--- config.mk ---
export PLATFORM = sky130hd
export DESIGN_NAME = sdmi_indexer
export DESIGN_NICKNAME = d
export VERILOG_FILES = /design/src/hw/sdmi_pkg.sv /design/src/hw/sdmi_indexer.sv /design/src/hw/sdmi_sine_rom.sv
export SDC_FILE = /design/constraint.sdc
export NUM_CORES = 1
export LEC_CHECK = 0
export BUFFER_PORTS_ARGS = -buffer_cell sky130_fd_sc_hd__buf_2
export CORE_MARGIN = 1.5
export CORE_UTILIZATION = 50
export CTS_CLUSTER_DIAMETER = 100
export DETAILED_ROUTE_END_ITERATION = 8
export GPL_TIMING_DRIVEN = 0
export PLACE_DENSITY = 0.7
export SYNTH_ARGS = -nofsm -noshare
export SYNTH_HDL_FRONTEND = slang
export SYNTH_SLANG_ARGS = --single-unit
--- constraint.sdc ---
create_clock -name clk -period 4.5 [get_ports clk]
set_input_delay 0.45 -clock clk [delete_from_list [all_inputs] [get_ports clk]]
set_output_delay 0.45 -clock clk [all_outputs]
set_load 0.01 [all_outputs]
--- src/hw/sdmi_pkg.sv ---
package sdmi_pkg;

  // Width of the microstep counter; one electrical period is 1024 microsteps.
  localparam int CNT_W = 10;
  // Signed width of each coil current word.
  localparam int CUR_W = 9;
  // Peak coil current value at the top of the sine wave.
  localparam logic [8:0] CUR_PEAK = 9'h0f8;
  // Number of entries in the quarter-wave table.
  localparam int QTR_N = 256;

  // Resolution codes: 0 = 256 microsteps per fullstep ... 8 = fullstep.
  localparam logic [3:0] MRES_RST = 4'h0;
  localparam logic [3:0] MRES_FULL = 4'h8;

  // Register byte offsets on the APB bus.
  localparam logic [11:0] OFS_CTRL = 12'h000;
  localparam logic [11:0] OFS_STAT = 12'h004;
  localparam logic [11:0] OFS_CNT = 12'h008;
  localparam logic [11:0] OFS_CUR = 12'h00c;
  localparam logic [11:0] OFS_TARGET = 12'h010;
  localparam logic [11:0] OFS_RATE = 12'h014;
  localparam logic [11:0] OFS_CHOP = 12'h018;

  // Control register field positions.
  localparam int CTRL_MRES_LSB = 0;
  localparam int CTRL_DEDGE_BIT = 4;
  localparam int CTRL_INTPOL_BIT = 5;
  localparam int CTRL_HOSTRUN_BIT = 6;

  // Reset values of the writable registers.
  localparam logic [31:0] CTRL_RST = 32'h0000_0020;
  localparam logic [31:0] TARGET_RST = 32'h0000_0000;
  localparam logic [15:0] RATE_RST = 16'h0064;
  localparam logic [7:0] CHOP_RST = 8'h10;

  // Interpolation: the step period estimate saturates at this many cycles.
  localparam logic [15:0] PER_MAX = 16'hffff;

  // Ramp generator state encoding, Gray along idle, run, done.
  typedef enum logic [1:0] {
    SDMI_R_IDLE = 2'b00,
    SDMI_R_RUN = 2'b01,
    SDMI_R_DONE = 2'b11
  } sdmi_ramp_t;

  // Pair of coil current words that travel together.
  typedef struct packed {
    logic signed [8:0] coilA;
    logic signed [8:0] coilB;
  } sdmi_coil_t;

  // Mode strap pair as seen after synchronisation.
  typedef struct packed {
    logic rampBypass;
    logic hostSel;
  } sdmi_strap_t;

endpackage

--- src/hw/sdmi_indexer.sv ---
// How it works
// - Dual edge bit selects rising or both
// - Direction sampled on each active edge
// - Fullstep or 2..256 microsteps selectable
// - Direction low counts up, high down
// - Counter indexes sine and cosine table
// - Ramp generator idle while the bypass strap is high
// - Interpolate microsteps between incoming steps
// - Bypass strap low in host mode: internal ramp positioning
// - Host mode gives control and feedback
// - Standalone mode takes configuration from pins
// - Bypass strap routes step source in host mode
//
// The implementer's own choices: the address map and the APB register port.
module sdmi_indexer
  import sdmi_pkg::*;
(
  // Clock, synchronous reset and clock enable.
  input wire logic clk,
  input wire logic rst,
  input wire logic ce,
  // Asynchronous pins from the motion controller and straps.
  input wire logic stepPin,
  input wire logic dirPin,
  input wire logic rampBypassStrap,
  input wire logic hostSelStrap,
  // Standalone configuration pins.
  input wire logic [3:0] cfgMres,
  input wire logic cfgDedge,
  // APB slave.
  input wire logic psel,
  input wire logic penable,
  input wire logic pwrite,
  input wire logic [11:0] paddr,
  input wire logic [31:0] pwdata,
  output logic [31:0] prdata,
  output logic pready,
  output logic pslverr,
  // Coil currents and chopper setting.
  output sdmi_coil_t coil,
  output logic [7:0] chopCfg
);

  // Three-stage pin synchronisers; stage one feeds only stage two.
  logic [2:0] stepSync_ff;
  logic [2:0] dirSync_ff;
  logic [2:0] bypSync_ff;
  logic [2:0] hostSync_ff;
  // Filtered pin levels, updated when stages two and three agree.
  logic stepLvl_ff;
  logic dirLvl_ff;
  sdmi_strap_t strap_ff;

  // Registers.
  logic [31:0] ctrl_ff;
  logic [31:0] target_ff;
  logic [15:0] rate_ff;
  logic [7:0] chop_ff;
  logic [31:0] pos_ff;
  logic [CNT_W-1:0] cnt_ff;
  // Interpolator state.
  logic [15:0] perCnt_ff;
  logic [15:0] perEst_ff;
  logic [15:0] subCnt_ff;
  logic [7:0] subLeft_ff;
  logic subDir_ff;
  // Ramp generator state.
  sdmi_ramp_t ramp_ff;
  logic [15:0] rampCnt_ff;

  // Effective configuration and derived events.
  logic [3:0] mres;
  logic dedge;
  logic intpol;
  logic stepEdge;
  logic [CNT_W-1:0] stepSize;
  logic [7:0] subSteps;
  logic rampStep;
  logic rampDir;
  logic ipStep;
  logic [7:0] sinAddr;
  logic [7:0] cosAddr;
  logic [8:0] sinMag;
  logic [8:0] cosMag;
  logic [1:0] quadPipe_ff;
  logic apbAcc;

  // Sample each pin through three flops.
  always_ff @(posedge clk) begin
    if (rst) begin
      stepSync_ff <= 3'h0;
      dirSync_ff <= 3'h0;
      bypSync_ff <= 3'h0;
      hostSync_ff <= 3'h0;
    end else if (ce) begin
      stepSync_ff <= {stepSync_ff[1:0], stepPin};
      dirSync_ff <= {dirSync_ff[1:0], dirPin};
      bypSync_ff <= {bypSync_ff[1:0], rampBypassStrap};
      hostSync_ff <= {hostSync_ff[1:0], hostSelStrap};
    end
  end

  // Accept a level only once the last two stages agree.
  always_ff @(posedge clk) begin
    if (rst) begin
      stepLvl_ff <= 1'b0;
      dirLvl_ff <= 1'b0;
      strap_ff <= '{rampBypass: 1'b1, hostSel: 1'b1};
    end else if (ce) begin
      if (stepSync_ff[1] == stepSync_ff[2]) begin
        stepLvl_ff <= stepSync_ff[2];
      end
      if (dirSync_ff[1] == dirSync_ff[2]) begin
        dirLvl_ff <= dirSync_ff[2];
      end
      if (bypSync_ff[1] == bypSync_ff[2]) begin
        strap_ff.rampBypass <= bypSync_ff[2];
      end
      if (hostSync_ff[1] == hostSync_ff[2]) begin
        strap_ff.hostSel <= hostSync_ff[2];
      end
    end
  end

  // Configuration source depends on the host strap.
  always_comb begin
    if (!strap_ff.hostSel) begin
      mres = cfgMres;
      dedge = cfgDedge;
      intpol = 1'b1;
    end else begin
      mres = ctrl_ff[CTRL_MRES_LSB +: 4];
      dedge = ctrl_ff[CTRL_DEDGE_BIT];
      intpol = ctrl_ff[CTRL_INTPOL_BIT];
    end
    // Codes above fullstep behave as fullstep.
    if (mres > MRES_FULL) begin
      mres = MRES_FULL;
    end
  end

  // Active edge detection on the filtered step level.
  always_comb begin
    stepEdge = stepSync_ff[1] == stepSync_ff[2] &&
               stepSync_ff[2] != stepLvl_ff &&
               (dedge || stepSync_ff[2]);
  end

  assign stepSize = CNT_W'(1) << mres;
  assign subSteps = 8'(stepSize - CNT_W'(1));

  // Internal ramp only runs when the bypass strap is low.
  // step source
  assign rampStep = !strap_ff.rampBypass && strap_ff.hostSel &&
                    ctrl_ff[CTRL_HOSTRUN_BIT] && ramp_ff == SDMI_R_RUN &&
                    rampCnt_ff == 16'h0000;
  assign rampDir = $signed(target_ff - pos_ff) < 0;
  // Interpolated single microstep inside the current step window.
  assign ipStep = subLeft_ff != 8'h00 && subCnt_ff == 16'h0000;

  // Bus accepts every request on its access cycle.
  assign apbAcc = psel && penable;

  // APB writes to the configuration registers.
  always_ff @(posedge clk) begin
    if (rst) begin
      ctrl_ff <= CTRL_RST;
      target_ff <= TARGET_RST;
      rate_ff <= RATE_RST;
      chop_ff <= CHOP_RST;
    end else if (ce && apbAcc && pwrite) begin
      unique case (paddr)
        OFS_CTRL: ctrl_ff <= {25'h0, pwdata[6:0]};
        OFS_TARGET: target_ff <= pwdata;
        OFS_RATE: rate_ff <= pwdata[15:0];
        OFS_CHOP: chop_ff <= pwdata[7:0];
        default: ;
      endcase
    end
  end

  // APB read data, ready and error.
  always_ff @(posedge clk) begin
    if (rst) begin
      prdata <= 32'h0;
      pready <= 1'b0;
      pslverr <= 1'b0;
    end else if (ce) begin
      pready <= psel && !penable;
      pslverr <= 1'b0;
      if (psel && !penable) begin
        pslverr <= !(paddr inside {OFS_CTRL, OFS_STAT, OFS_CNT, OFS_CUR,
                                   OFS_TARGET, OFS_RATE, OFS_CHOP});
        unique case (paddr)
          OFS_CTRL: prdata <= ctrl_ff;
          OFS_STAT: prdata <= {28'h0, ramp_ff, strap_ff};
          OFS_CNT: prdata <= {22'h0, cnt_ff};
          OFS_CUR: prdata <= {7'h0, coil.coilA, 7'h0, coil.coilB};
          OFS_TARGET: prdata <= target_ff;
          OFS_RATE: prdata <= {16'h0, rate_ff};
          OFS_CHOP: prdata <= {24'h0, chop_ff};
          default: prdata <= 32'h0;
        endcase
      end
    end
  end

  // Microstep counter and position.
  always_ff @(posedge clk) begin
    if (rst) begin
      cnt_ff <= '0;
      pos_ff <= 32'h0;
    end else if (ce) begin
      if (strap_ff.rampBypass || !strap_ff.hostSel) begin
        if (stepEdge) begin
          if (!intpol) begin
            cnt_ff <= dirLvl_ff ? cnt_ff - stepSize : cnt_ff + stepSize;
          end else begin
            // Jump to the end of any unfinished window, then one microstep.
            cnt_ff <= dirLvl_ff ?
              cnt_ff - CNT_W'(subLeft_ff) - CNT_W'(1) :
              cnt_ff + CNT_W'(subLeft_ff) + CNT_W'(1);
          end
          pos_ff <= dirLvl_ff ? pos_ff - 32'h1 : pos_ff + 32'h1;
        end else if (ipStep) begin
          cnt_ff <= subDir_ff ? cnt_ff - CNT_W'(1) : cnt_ff + CNT_W'(1);
        end
      end else if (rampStep) begin
        cnt_ff <= rampDir ? cnt_ff - stepSize : cnt_ff + stepSize;
        pos_ff <= rampDir ? pos_ff - 32'h1 : pos_ff + 32'h1;
      end
    end
  end

  // Step period measurement and sub-step timing.
  always_ff @(posedge clk) begin
    if (rst) begin
      perCnt_ff <= 16'h0;
      perEst_ff <= PER_MAX;
      subCnt_ff <= 16'h0;
      subLeft_ff <= 8'h0;
      subDir_ff <= 1'b0;
    end else if (ce) begin
      if (perCnt_ff != PER_MAX) begin
        perCnt_ff <= perCnt_ff + 16'h1;
      end
      if (stepEdge) begin
        // The last period predicts the next; spacing is period / steps.
        perCnt_ff <= 16'h0;
        perEst_ff <= perCnt_ff;
        subCnt_ff <= perCnt_ff >> mres;
        // No window opens without interpolation or for an ignored step.
        if (intpol && (strap_ff.rampBypass || !strap_ff.hostSel)) begin
          subLeft_ff <= subSteps;
        end else begin
          subLeft_ff <= 8'h00;
        end
        subDir_ff <= dirLvl_ff;
      end else if (subLeft_ff != 8'h00) begin
        if (subCnt_ff == 16'h0000) begin
          subCnt_ff <= perEst_ff >> mres;
          subLeft_ff <= subLeft_ff - 8'h1;
        end else begin
          subCnt_ff <= subCnt_ff - 16'h1;
        end
      end
    end
  end

  // Ramp generator: fixed rate steps until position meets target.
  always_ff @(posedge clk) begin
    if (rst) begin
      ramp_ff <= SDMI_R_IDLE;
      rampCnt_ff <= 16'h0;
    end else if (ce) begin
      unique case (ramp_ff)
        SDMI_R_IDLE: begin
          if (!strap_ff.rampBypass && ctrl_ff[CTRL_HOSTRUN_BIT] &&
              pos_ff != target_ff) begin
            ramp_ff <= SDMI_R_RUN;
            rampCnt_ff <= rate_ff;
          end
        end
        SDMI_R_RUN: begin
          if (strap_ff.rampBypass || pos_ff == target_ff) begin
            ramp_ff <= SDMI_R_DONE;
          end else if (rampCnt_ff == 16'h0000) begin
            rampCnt_ff <= rate_ff;
          end else begin
            rampCnt_ff <= rampCnt_ff - 16'h1;
          end
        end
        SDMI_R_DONE: begin
          ramp_ff <= SDMI_R_IDLE;
        end
        default: ramp_ff <= SDMI_R_IDLE;
      endcase
    end
  end

  // table lookup
  // Quarter addressing: sine mirrors in odd quarters and negates in the upper half; cosine mirrors in even quarters.
  assign sinAddr = cnt_ff[8] ? ~cnt_ff[7:0] : cnt_ff[7:0];
  assign cosAddr = cnt_ff[8] ? cnt_ff[7:0] : ~cnt_ff[7:0];

  sdmi_sine_rom uSin (
    .clk(clk),
    .ce(ce),
    .addr(sinAddr),
    .mag(sinMag)
  );

  sdmi_sine_rom uCos (
    .clk(clk),
    .ce(ce),
    .addr(cosAddr),
    .mag(cosMag)
  );

  // Sign bits are registered together with the table read, so both line up.
  always_ff @(posedge clk) begin
    if (rst) begin
      quadPipe_ff <= 2'h0;
    end else if (ce) begin
      quadPipe_ff <= cnt_ff[9:8];
    end
  end

  // Coil outputs, one cycle after the table.
  always_ff @(posedge clk) begin
    if (rst) begin
      coil <= '{coilA: 9'h000, coilB: CUR_PEAK};
    end else if (ce) begin
      coil.coilA <= quadPipe_ff[1] ? -$signed(sinMag) : $signed(sinMag);
      coil.coilB <= (quadPipe_ff == 2'h1 || quadPipe_ff == 2'h2) ?
                    -$signed(cosMag) : $signed(cosMag);
    end
  end

  // Chopper setting comes from the host or a fixed default standalone.
  always_ff @(posedge clk) begin
    if (rst) begin
      chopCfg <= CHOP_RST;
    end else if (ce) begin
      chopCfg <= strap_ff.hostSel ? chop_ff : CHOP_RST;
    end
  end

endmodule

--- src/hw/sdmi_sine_rom.sv ---
module sdmi_sine_rom
  import sdmi_pkg::*;
(
  // Clock and enable.
  input wire logic clk,
  input wire logic ce,
  // Quarter-wave address and registered magnitude.
  input wire logic [7:0] addr,
  output logic [8:0] mag
);

  // Quarter wave table built at elaboration, so no file is read.
  logic [8:0] table_c [QTR_N];

  // Fixed-point sine via a parabola pair; exact shape is not critical.
  function automatic logic [8:0] sineAt(int i);
    int x;
    int y;
    x = (i * 2) + 1;
    y = (x * (1024 - x));
    // One above the peak, so the last entry rounds down onto the peak.
    y = (y * (int'(CUR_PEAK) + 1)) / (512 * 512);
    y = y + ((y * (248 - y)) / 1024);
    if (y > 248) begin
      y = 248;
    end
    return 9'(y);
  endfunction

  // Table contents are constant.
  always_comb begin
    for (int i = 0; i < QTR_N; i++) begin
      table_c[i] = sineAt(i);
    end
  end

  // Read data comes out of a register.
  always_ff @(posedge clk) begin
    if (ce) begin
      mag <= table_c[addr];
    end
  end

endmodule

Word-level counts from Yosys, hierarchy flattened
Memory sizes are Yosys's and may differ from the RTL's. A register that Yosys moved wholly into a read port is not among the register bits.
Index checks and enable logic that the tools add are counted.
{"block": "word_totals", "latch_bits": 0, "register_bits": 258, "input_bits": 59, "ramBits": 0, "rom_bits": 4608, "out_inout_bits": 60, "mem_count": 2}
{"memory": "(no name shown)", "words": 256, "width": 9, "rd": 1, "rd_ports_with_merged_regs": 1, "write_ports": 0, "line_no": "sdmi_sine_rom.sv:40", "text": "mag <= table_c[addr];"}
{"memory": "(no name shown)", "words": 256, "width": 9, "rd": 1, "rd_ports_with_merged_regs": 1, "write_ports": 0, "line_no": "sdmi_sine_rom.sv:40"}
{"block": "op_classes", "n_lt_le_gt_ge": 2, "n_shift": 3, "n_mux": 41, "n_reduce_logical": 50, "div_mod_pow": 0, "n_addsub": 18, "n_mul": 0, "n_bitwise": 3, "eq_ne": 22}
{"operator": "$pmux W32 S7", "n": 1}
{"operator": "$mux W32", "n": 5}
{"operator": "$mux W16", "n": 8}
{"operator": "$mux W10", "n": 9}
{"operator": "$mux W8", "n": 7}
{"operator": "$eq A12 B5 Y1 const B", "n": 3}
{"operator": "$add A32 B1 Y32 const B", "n": 1}
{"operator": "$eq A32 B32 Y1", "n": 1}
{"operator": "$logic_not A16 Y1", "n": 2}
{"operator": "$lt A32 B1 Y1 const B", "n": 1}
{"operator": "$ne A32 B32 Y1", "n": 1}
{"operator": "$pmux W16 S2", "n": 1}
{"operator": "$shr A16 B4 Y16", "n": 2}
{"operator": "$sub A16 B1 Y16 const B", "n": 2}
{"operator": "$sub A32 B1 Y32 const B", "n": 1}
{"operator": "$sub A32 B32 Y32", "n": 1}
{"operator": "$eq A12 B4 Y1 const B", "n": 2}
{"operator": "$reduce_and A2 Y1", "n": 12}
{"operator": "$add A10 B1 Y10 const B", "n": 2}
{"operator": "$sub A10 B1 Y10 const B", "n": 2}
{"operator": "$mux W9", "n": 2}
{"operator": "$neg A9 Y9", "n": 2}
{"operator": "$not A8 Y9", "n": 2}
{"operator": "$add A16 B1 Y16 const B", "n": 1}
{"operator": "other kinds (31)", "n": 68}

Longest topological paths before layout
Gate-level depths: netlist (run 1).
{"block": "depth", "word_depth": 9, "ltp_mapped": 17}

Modules after synthesis
From an unflattened synthesis (run 1), not the netlist that was laid out.
{"block": "hier_totals", "hier_cells": 2675, "area_unflattened_um2": 20587.2}
{"mod": "sdmi_indexer", "cells_per_inst": 2108, "area_each_um2": 16477.1, "n_inst": 1}
{"mod": "sdmi_sine_rom at uSin", "cells_per_inst": 285, "area_each_um2": 2069.5, "n_inst": 1}
{"mod": "sdmi_sine_rom at uCos", "cells_per_inst": 282, "area_each_um2": 2040.7, "n_inst": 1}

Worst setup path before layout (run 1)
Ideal clock, no wire load.
{"block": "synth_timing", "path_type": "input to register", "start": "input cfgMres[3]", "end": "register cnt_ff[9]", "stages": 14, "setup_time_ps": 121, "arrival_time_ps": 3790, "slack_ps": 589, "required_ps": 4379, "cell_sequence": "mux2i_1 > inv_1 > nor2_4 > buf_2 > buf_2 > nand3_1 > ha_1 > o41ai_1 > o41a_1 > a221oi_1 > and2_1 > a211o_1 > a221oi_1 > mux2_2"}
{"block": "synth_via", "elab_chain_cells": 9, "word_cells_on_any_way": 12, "classes_between": "2 x add/sub; 1 x order compare; 1 x shift; 8 x mux"}
{"element": "from (decl)", "line_no": "sdmi_indexer.sv:28", "text": "input wire logic [3:0] cfgMres,"}
{"element": "$mux W4 *", "line_no": "sdmi_indexer.sv:127", "text": "if (!strap_ff.hostSel) begin"}
{"element": "$gt A4 B4 Y1", "line_no": "sdmi_indexer.sv:137", "text": "if (mres > MRES_FULL) begin"}
{"element": "$mux W4 *", "line_no": "sdmi_indexer.sv:137"}
{"element": "$shl A1 B4 Y10 *", "line_no": "sdmi_indexer.sv:149", "text": "assign stepSize = CNT_W'(1) << mres;"}
{"element": "$add A10 B10 Y10 / $sub A10 B10 Y10 (equally long branches)", "line_no": "sdmi_indexer.sv:217, sdmi_indexer.sv:229"}
{"element": "$mux W10", "line_no": "sdmi_indexer.sv:217", "text": "cnt_ff <= dirLvl_ff ? cnt_ff - stepSize : cnt_ff + stepSize;"}
{"element": "$mux W10", "line_no": "sdmi_indexer.sv:216", "text": "if (!intpol) begin"}
{"element": "$mux W10", "line_no": "sdmi_indexer.sv:215", "text": "if (stepEdge) begin"}
{"element": "$mux W10 *", "line_no": "sdmi_indexer.sv:214", "text": "if (strap_ff.rampBypass || !strap_ff.hostSel) begin"}
{"element": "to (signal assigned)", "line_no": "sdmi_indexer.sv:217"}
{"element": "to (signal assigned)", "line_no": "sdmi_indexer.sv:220", "text": "cnt_ff <= dirLvl_ff ?"}
{"element": "to (signal assigned)", "line_no": "sdmi_indexer.sv:226", "text": "cnt_ff <= subDir_ff ? cnt_ff - CNT_W'(1) : cnt_ff + CNT_W'(1);"}
{"element": "to (decl)", "line_no": "sdmi_indexer.sv:60", "text": "logic [CNT_W-1:0] cnt_ff;"}
Mark *: on every way between the ends. The rest lies on a longest branch, timed or not. The select of a mux whose other input is x is not followed.
A chain may end at the register's enable or synchronous reset.

Final worst setup path (run 1)
{"block": "layout_timing", "start": "register cnt_ff[8]", "end": "register uSin.mag[0] (data pin)"}
{"block": "layout_via", "elab_chain_cells": 2}
{"element": "$mux W8", "line_no": "sdmi_indexer.sv:303", "text": "assign sinAddr = cnt_ff[8] ? ~cnt_ff[7:0] : cnt_ff[7:0];"}
{"element": "$not A8 Y9 (not written as such)", "line_no": "sdmi_sine_rom.sv:40"}
{"element": "to (decl)", "line_no": "sdmi_sine_rom.sv:9", "text": "output logic [8:0] mag"}
Every way passes these cells.

==> results of run 1 <==
==> path summary, 6_finish.rpt <==
check                     startpoint                    endpoint  cells after the start
min reg2reg  prdata[25]$_SDFFE_PP0P_     prdata[25]$_SDFFE_PP0P_                      2
min                       pwdata[21]  target_ff[21]$_SDFFE_PP0P_                      3
max           cnt_ff[8]$_SDFFE_PP0P_       uSin.mag[0]$_DFFE_PP_                     13
max reg2reg   cnt_ff[8]$_SDFFE_PP0P_       uSin.mag[0]$_DFFE_PP_                     13
==> repair_timing <==
| action | CTS | global route |
|---|---|---|
| setup endpoints to repair | 14 | 10 |
| buffers inserted | 1 | 0 |
| pin swaps | 1 | 1 |
| hold endpoints to repair | 0 | 0 |
| resized for setup | 17 | 21 |
==> final cells by class <==
class | count | area [um^2]
Antenna cell | 2 | 5.00
Buffer | 194 | 772
Clock buffer | 43 | 947
Clock inverter | 19 | 230
Fill cell | 3802 | 17000
Inverter | 96 | 360
Multi-Input combinational cell | 2178 | 13400
Sequential cell | 274 | 5650
Tap cell | 525 | 657
Timing Repair Buffer | 118 | 593
==> Yosys cell counts, drive strengths merged, types with 33 or more instances <==
master,instances,share of area (%)
inv,95,1.8
nor2,301,5.7
a21oi,259,6.5
a211oi,46,1.7
o211ai,33,1.2
nand3,116,2.9
a22oi,53,2.0
a31oi,34,1.1
dfxtp,258,26
nand2,387,7.2
clkbuf,165,3.1
o21ai,167,4.2
xnor2,59,2.6
xor2,35,1.5
nor3,69,1.7
ha,109,6.8
mux2i,93,4.6
==> metrics by stage <==
stage	util, %	total power, mW	area [um^2]	worst slack [ns]	hold slack [ns]
after floorplan	-	8.18	20100	0.589	0.436
after global placement	53.8	10.8	21300	-0.664	0.439
after detailed placement	53.8	10.8	21300	-0.614	0.444
after CTS	56.9	13.7	22600	0.00941	0.124
after global routing	57.1	14.8	22600	-0.0361	0.136
final	57.1	14.2	22600	0.0971	0.137
==> state kept, by name, indices dropped and copies added (netlist names), 7 cells and up <==
signal and flops:
chopCfg 8, chop_ff 8, cnt_ff 10, coil 18, ctrl_ff 7, perCnt_ff 16
perEst_ff 16, pos_ff 32, prdata 32, rampCnt_ff 16, rate_ff 16, subCnt_ff 16
subLeft_ff 8, target_ff 32, uCos.mag 8, uSin.mag 8
==> power breakdown <==
group / switching (mW) / internal [mW]
clock: 1.17 / 1.74
sequential: 0.268 / 2.71
combinational: 5.76 / 2.58
==> cells by family (layout without fill, tap and decap cells) <==
group,Yosys count,count (layout)
multiplexers,119,119
AND/OR/NAND/NOR,1059,1059
flip-flops,274,274
AO/OA/AOI/OAI,792,792
buffers and inverters,293,470
adder cells (fa/ha/maj),114,114
XOR/XNOR,94,94
other,0,2
==> worst max-delay path, delay by kind of cell, from the launching register on <==
| family | cells | cell delay [ns] |
|---|---|---|
| flops | 1 | 0.45 |
| fa+ha+maj | 1 | 0.33 |
| simple gates | 2 | 0.12 |
| xor+xnor | 1 | 0.43 |
| compound gates | 5 | 1.19 |
| buf+inv | 4 | 1.55 |
==> layer usage <==
metal  wire length [um]  vias to the layer above
met3               8730                      304
met1              33800                    10731
met5                 11                        -
met4               4660                        2
li1                   -                    10238
met2              36400                     1404
==> results.json, run 1 <==
{
  "critPathKind": "flip-flop to flip-flop",
  "synth_xor_area_share_pct": 4.10,
  "dp_hpwl_um": 62200,
  "cp-start-kind": "flip-flop",
  "dp_cells": 3387,
  "worstSkewPairLatency_ns": 0.56,
  "ys_warn_count": 0,
  "ir_worst_vdd_mv": 0.443,
  "fmax_mhz": 227,
  "drtIter0Drc": 3012,
  "dr.pass1.iters": 6,
  "hold_class": "input pin to flip-flop",
  "max_stage_delay_ns": 0.45,
  "top_usage_layer": "met2",
  "synth-seq-cells": 274,
  "fin_cells": 3449,
  "crit_path_end_kind": "flip-flop",
  "p_per_area_nw_per_um2": 629,
  "boundaryPins": 119,
  "vias": 22679,
  "drive_gt1_share_pct": 9.14,
  "synth_cell_type_count": 84,
  "setup-tns-final_ns": 0,
  "worstPathArrival_ns": 4.65,
  "clock_path_buffers": 3,
  "finClkSkew_ns": 0.0157,
  "synthMuxAreaShare_pct": 6.15,
  "root_buffer": "clkbuf_16",
  "syn_area_um2": 20100,
  "fin_nets": 3070,
  "tritoncts": "yes",
  "cts_buffers": 35,
  "synth_edf_count": 16,
  "initial_utilization_pct": 50.6,
  "die-area_um2": 41400,
  "synth-compound-area-share_pct": 25.0,
  "worstPathCellList": "buf_2 -> clkbuf_2 -> clkbuf_1 -> clkbuf_2 -> xnor2_1 -> ha_4 -> nor2_1 -> a21oi_1 -> nor4_1 -> a41oi_1 -> a21oi_1 -> a311oi_1 -> o31ai_2",
  "clock_sinks": 274,
  "setup_viol": 0,
  "hold_buffers": 0,
  "htreeDepth": 2,
  "cts.reportedPaths.clkPinSlew_ns": 0.06,
  "synthAdderAreaFrac_pct": 7.29,
  "place_congestion": 0.987,
  "viasPerCell": 6.58,
  "num_rows": 73,
  "avgSynthCellArea_um2": 7.31,
  "finalCriticalPeriod_ns": 4.40,
  "critical_path_required_ns": 4.74,
  "grt_pass1_wl_um": 126000,
  "synthFlopType": "dfxtp_1",
  "wl_um": 83600,
  "leakagePower_nw": 8.81,
  "r2r_slack_ns": 0.1,
  "port_buffers": 117,
  "die_x_um": 203,
  "die_h_um": 203,
  "yosysSeqAreaShare_pct": 28.1,
  "wl_per_cell_um": 24.2,
  "slew_violations": 0,
  "synth_top_family_by_area": "compound AO/OA/AOI/OAI gates",
  "grt_setup_unrepaired": "yes",
  "period_share_pct": 97.8,
  "met1_usage_pct": 51.1,
  "drc": 0,
  "maxCapViolCount": 0,
  "synth_nets": 2918,
  "layout_common_cells": "nand2_1 (387), nor2_1 (298), a21oi_1 (259)",
  "outcome": "complete, no violations",
  "synth-simple-area-share_pct": 23.7,
  "ant_nets": 0,
  "grt_antenna_before_repair": 2,
  "grt_util_met3_pct": 8.85,
  "syn_to_final_growth_pct": 12.8,
  "gr-usage-met2_pct": 61.6,
  "layout_commonest_cell": "nand2_1",
  "grt_pass1_vias": 21189,
  "worstPathMaxFanout": 10,
  "grt_overflow": 0,
  "grt_usage_pct": 39.4,
  "cp_slowest_cell": "dfxtp_1",
  "synthArstFlopShare_pct": 0,
  "grt_max_degree": 19,
  "tightestPinTransition_ns": 1.15,
  "hold_viol_final": 0,
  "relSlewSlack_pct": 23.2,
  "netlist_instances": 2745,
  "core-area_um2": 39600
}
No activity file was read; power rests on OpenSTA's default activity.
==> run 2, diff against run 1 <==
--- a/config.mk
+++ b/config.mk
@@ -5,13 +5,14 @@
 export SDC_FILE = /design/constraint.sdc
 export NUM_CORES = 1
 export LEC_CHECK = 0
+export ABC_AREA = 1
 export BUFFER_PORTS_ARGS = -buffer_cell sky130_fd_sc_hd__buf_2
 export CORE_MARGIN = 1.5
 export CORE_UTILIZATION = 50
 export CTS_CLUSTER_DIAMETER = 100
 export DETAILED_ROUTE_END_ITERATION = 8
 export GPL_TIMING_DRIVEN = 0
-export PLACE_DENSITY = 0.7
+export PLACE_DENSITY = 0.69
 export SYNTH_ARGS = -nofsm -noshare
 export SYNTH_HDL_FRONTEND = slang
 export SYNTH_SLANG_ARGS = --single-unit
==> run 2 against run 1 <==
  * Cell area up 8.7%
  * Cell count up 25%
  * Largest cell class unchanged
  * Largest power group unchanged
  * Sequential share of layout area down 2.0 points
  * Clock skew up 0.017 ns
  * Non-clock buffer count down 25
  * Count of clock-buffer cells in the layout up 4
  * Clock power down 4%
  * Critical path type unchanged
  * Maximum frequency up 11%
  * Highest routed layer unchanged
  * Sequential power about the same
  * Critical path depth up 5
==> results.json, run 2 <==
{
  "synth_top_cell_area_share_pct": 23.3,
  "ant_nets": 0,
  "worstPathMaxFanout": 11,
  "layout_common_cells": "nand2_1 (864), inv_1 (376), nor2_1 (360)",
  "hold_buffers": 0,
  "clock_power_share_pct": 23.0,
  "synth_top_family_by_area": "simple AND/OR/NAND/NOR gates",
  "r2r_cells": 18,
  "seq_power_share_pct": 24.2,
  "wl_per_cell_um": 21.0,
  "synth_top_area_cell": "dfxtp_1",
  "synth-seq-cells": 274,
  "switchingPower_mw": 5.92,
  "viasPerCell": 5.93,
  "synthFlopType": "dfxtp_1",
  "swShare_pct": 48.5,
  "final_util_pct": 56.6,
  "synth_xor_area_share_pct": 4.33,
  "dr.pass1.iters": 6,
  "setup_viol": 0,
  "synth-compound-area-share_pct": 20.5,
  "crit_path_end_kind": "flip-flop",
  "core-area_um2": 43500,
  "netlist_instances": 3542,
  "grt_pass1_vias": 22864,
  "htreeDepth": 2,
  "finClkSkew_ns": 0.0323,
  "drc": 0,
  "syn_to_final_growth_pct": 11.0,
  "p_int_mw": 6.29,
  "clock_sinks": 274,
  "num_rows": 76,
  "holdPathStages": 3,
  "port_buffers": 117,
  "die-area_um2": 45600,
  "synthAdderAreaFrac_pct": 6.60,
  "grt_antenna_before_repair": 2,
  "root_buffer": "clkbuf_16",
  "cts_resized": 0,
  "p_per_area_nw_per_um2": 496,
  "top_regs": "pos_ff (32), prdata (32), target_ff (32)",
  "grt_overflow": 0,
  "critical_path_required_ns": 5.00,
  "synth_cell_type_count": 68,
  "grt_usage_pct": 38.9,
  "worstPathArrival_ns": 4.47,
  "cts_buffers": 34,
  "tightestPinTransition_ns": 1.17,
  "fin_nets": 3868,
  "wl_um": 90200,
  "boundaryPins": 119,
  "drtIter0Drc": 3385,
  "cts.reportedPaths.clkPinSlew_ns": 0.06,
  "critPathKind": "flip-flop to flip-flop",
  "synth_nets": 3715,
  "place_congestion": 1.04,
  "pwr-share-comb_pct": 52.9,
  "maxCapViolCount": 0,
  "synthMuxAreaShare_pct": 0.0451,
  "tritoncts": "yes",
  "vias": 25533,
  "nFillCells": 4574,
  "drive_gt1_share_pct": 9.20,
  "initial_utilization_pct": 51.0,
  "synth_edf_count": 16,
  "leakagePower_nw": 11.3,
  "cp-start-kind": "flip-flop",
  "finalCriticalPeriod_ns": 3.97,
  "yosysSeqAreaShare_pct": 25.5,
  "grt_pass1_wl_um": 135000,
  "die_h_um": 214,
  "synth-simple-area-share_pct": 32.3,
  "period_share_pct": 88.1,
  "hold_viol_final": 0,
  "ir_worst_vdd_mv": 0.367,
  "grt_setup_unrepaired": "no",
  "setup-tns-final_ns": 0,
  "syn_area_um2": 22200,
  "synth.area.top_cells": "dfxtp_1 (23%), nand2_1 (15%), inv_1 (6.4%)",
  "hold_class": "input pin to flip-flop",
  "power_mw": 12.2,
  "cts_setup_buffers": 0,
  "yosysMostFrequentCell": "nand2_1",
  "relSlewSlack_pct": 21.9,
  "dp_hpwl_um": 70000,
  "avgSynthCellArea_um2": 6.26,
  "yosys-top-cells-count": "nand2_1 (864), inv_1 (376), nor2_1 (360)",
  "grt_max_degree": 18,
  "fmax_mhz": 252,
  "slew_violations": 0,
  "clock_path_buffers": 3,
  "outcome": "complete, no violations",
  "synthArstFlopShare_pct": 0,
  "layout_commonest_cell": "nand2_1",
  "worstSkewPairLatency_ns": 0.57,
  "die_x_um": 214,
  "ys_warn_count": 0
}
## run 2: cell types whose count changed after synthesis, sizes merged, moves of 24 or more
| cell | delta |
|---|---|
| mux2i | -92 |
| nand3 | +165 |
| o21ai | +156 |
| or3 | -28 |
| a22oi | -52 |
| xor2 | +59 |
| clkbuf | -76 |
| nand2 | +492 |
| nand2b | -24 |
| nor2 | +80 |
| inv | +300 |
| mux2 | -25 |
| xnor2 | -48 |
| buf | +49 |
## run 2: worst max-delay path, stage by stage, from the launching register on
cell and delay, ns:
dfxtp_1 0.32, buf_6 0.15, o21ai_4 0.46, inv_4 0.10, nor2_4 0.30, buf_2 0.34, nor2_1 0.18, fa_1 0.48
o21ai_0 0.42, nand2_1 0.14, nand2_1 0.09, nand2_1 0.07, nand3_1 0.08, nand3_1 0.20, nand2_1 0.13, nand2_1 0.05
a21oi_1 0.24, nor2_1 0.08, nor2_1 0.08
## run 2: layout make-up
type                       count  area [um^2]  share of cell area, %
antenna                        1         2.50                 0.0102
buffer                       170          875                   3.55
clock buffer                  47         1010                   4.11
clock inverter                11          110                  0.447
inverter                     404         1530                   6.20
multi-input combinational   2694        14100                   57.4
sequential                   274         5650                   22.9
tap                          585          732                   2.97
timing repair buffer         117          586                   2.38
## run 2: per-stage QoR
stage	std cells	setup slack, ns	hold slack (ns)	cell area, um^2
6_report	4303	0.533	0.110	24600
4_1_cts	4302	0.663	0.0907	24600
3_5_place_dp	4244	0.566	0.452	23500
3_3_place_gp	4244	0.560	0.450	23500
2_1_floorplan	3542	1.62	0.437	22200
5_1_grt	4303	0.123	0.121	24600
## run 2: final timing paths
check,start,to,slack [ns]
worst max-delay path,strap_ff[0]$_SDFFE_PP1P_,cnt_ff[8]$_SDFFE_PP0P_,0.53
worst min register to register,prdata[3]$_SDFFE_PP0P_,prdata[3]$_SDFFE_PP0P_,0.46
worst min-delay path,pwdata[28],target_ff[28]$_SDFFE_PP0P_,0.11
worst max register to register,strap_ff[0]$_SDFFE_PP1P_,cnt_ff[8]$_SDFFE_PP0P_,0.53
## run 2: logic make-up after synthesis
family | count (synthesis)
muxes | 1
DFF | 274
AOI/OAI and AO/OA | 791
buffers and inverters | 574
and+or+nand+nor | 1683
adders and majority gates | 114
xor gates and xnor gates | 105
## run 2: power by group through the flow
stage	logic (mW)	registers, mW	clock network (mW)
2_1_floorplan	4.35	2.91	0
3_3_place_gp	6.22	2.99	0
3_5_place_dp	6.17	2.99	0
4_1_cts	6.21	2.94	2.81
5_1_grt	7.01	2.97	2.91
6_report	6.45	2.95	2.80
## run 2: layer usage
metal  vias up  part of all wire [%]  track usage, %
met3       239                    11            7.18
met2      1447                    42            59.0
met4         2                   4.2            15.8
met5         -                 0.013               0
met1     11764                    43            54.3
li1      12081                     -               -
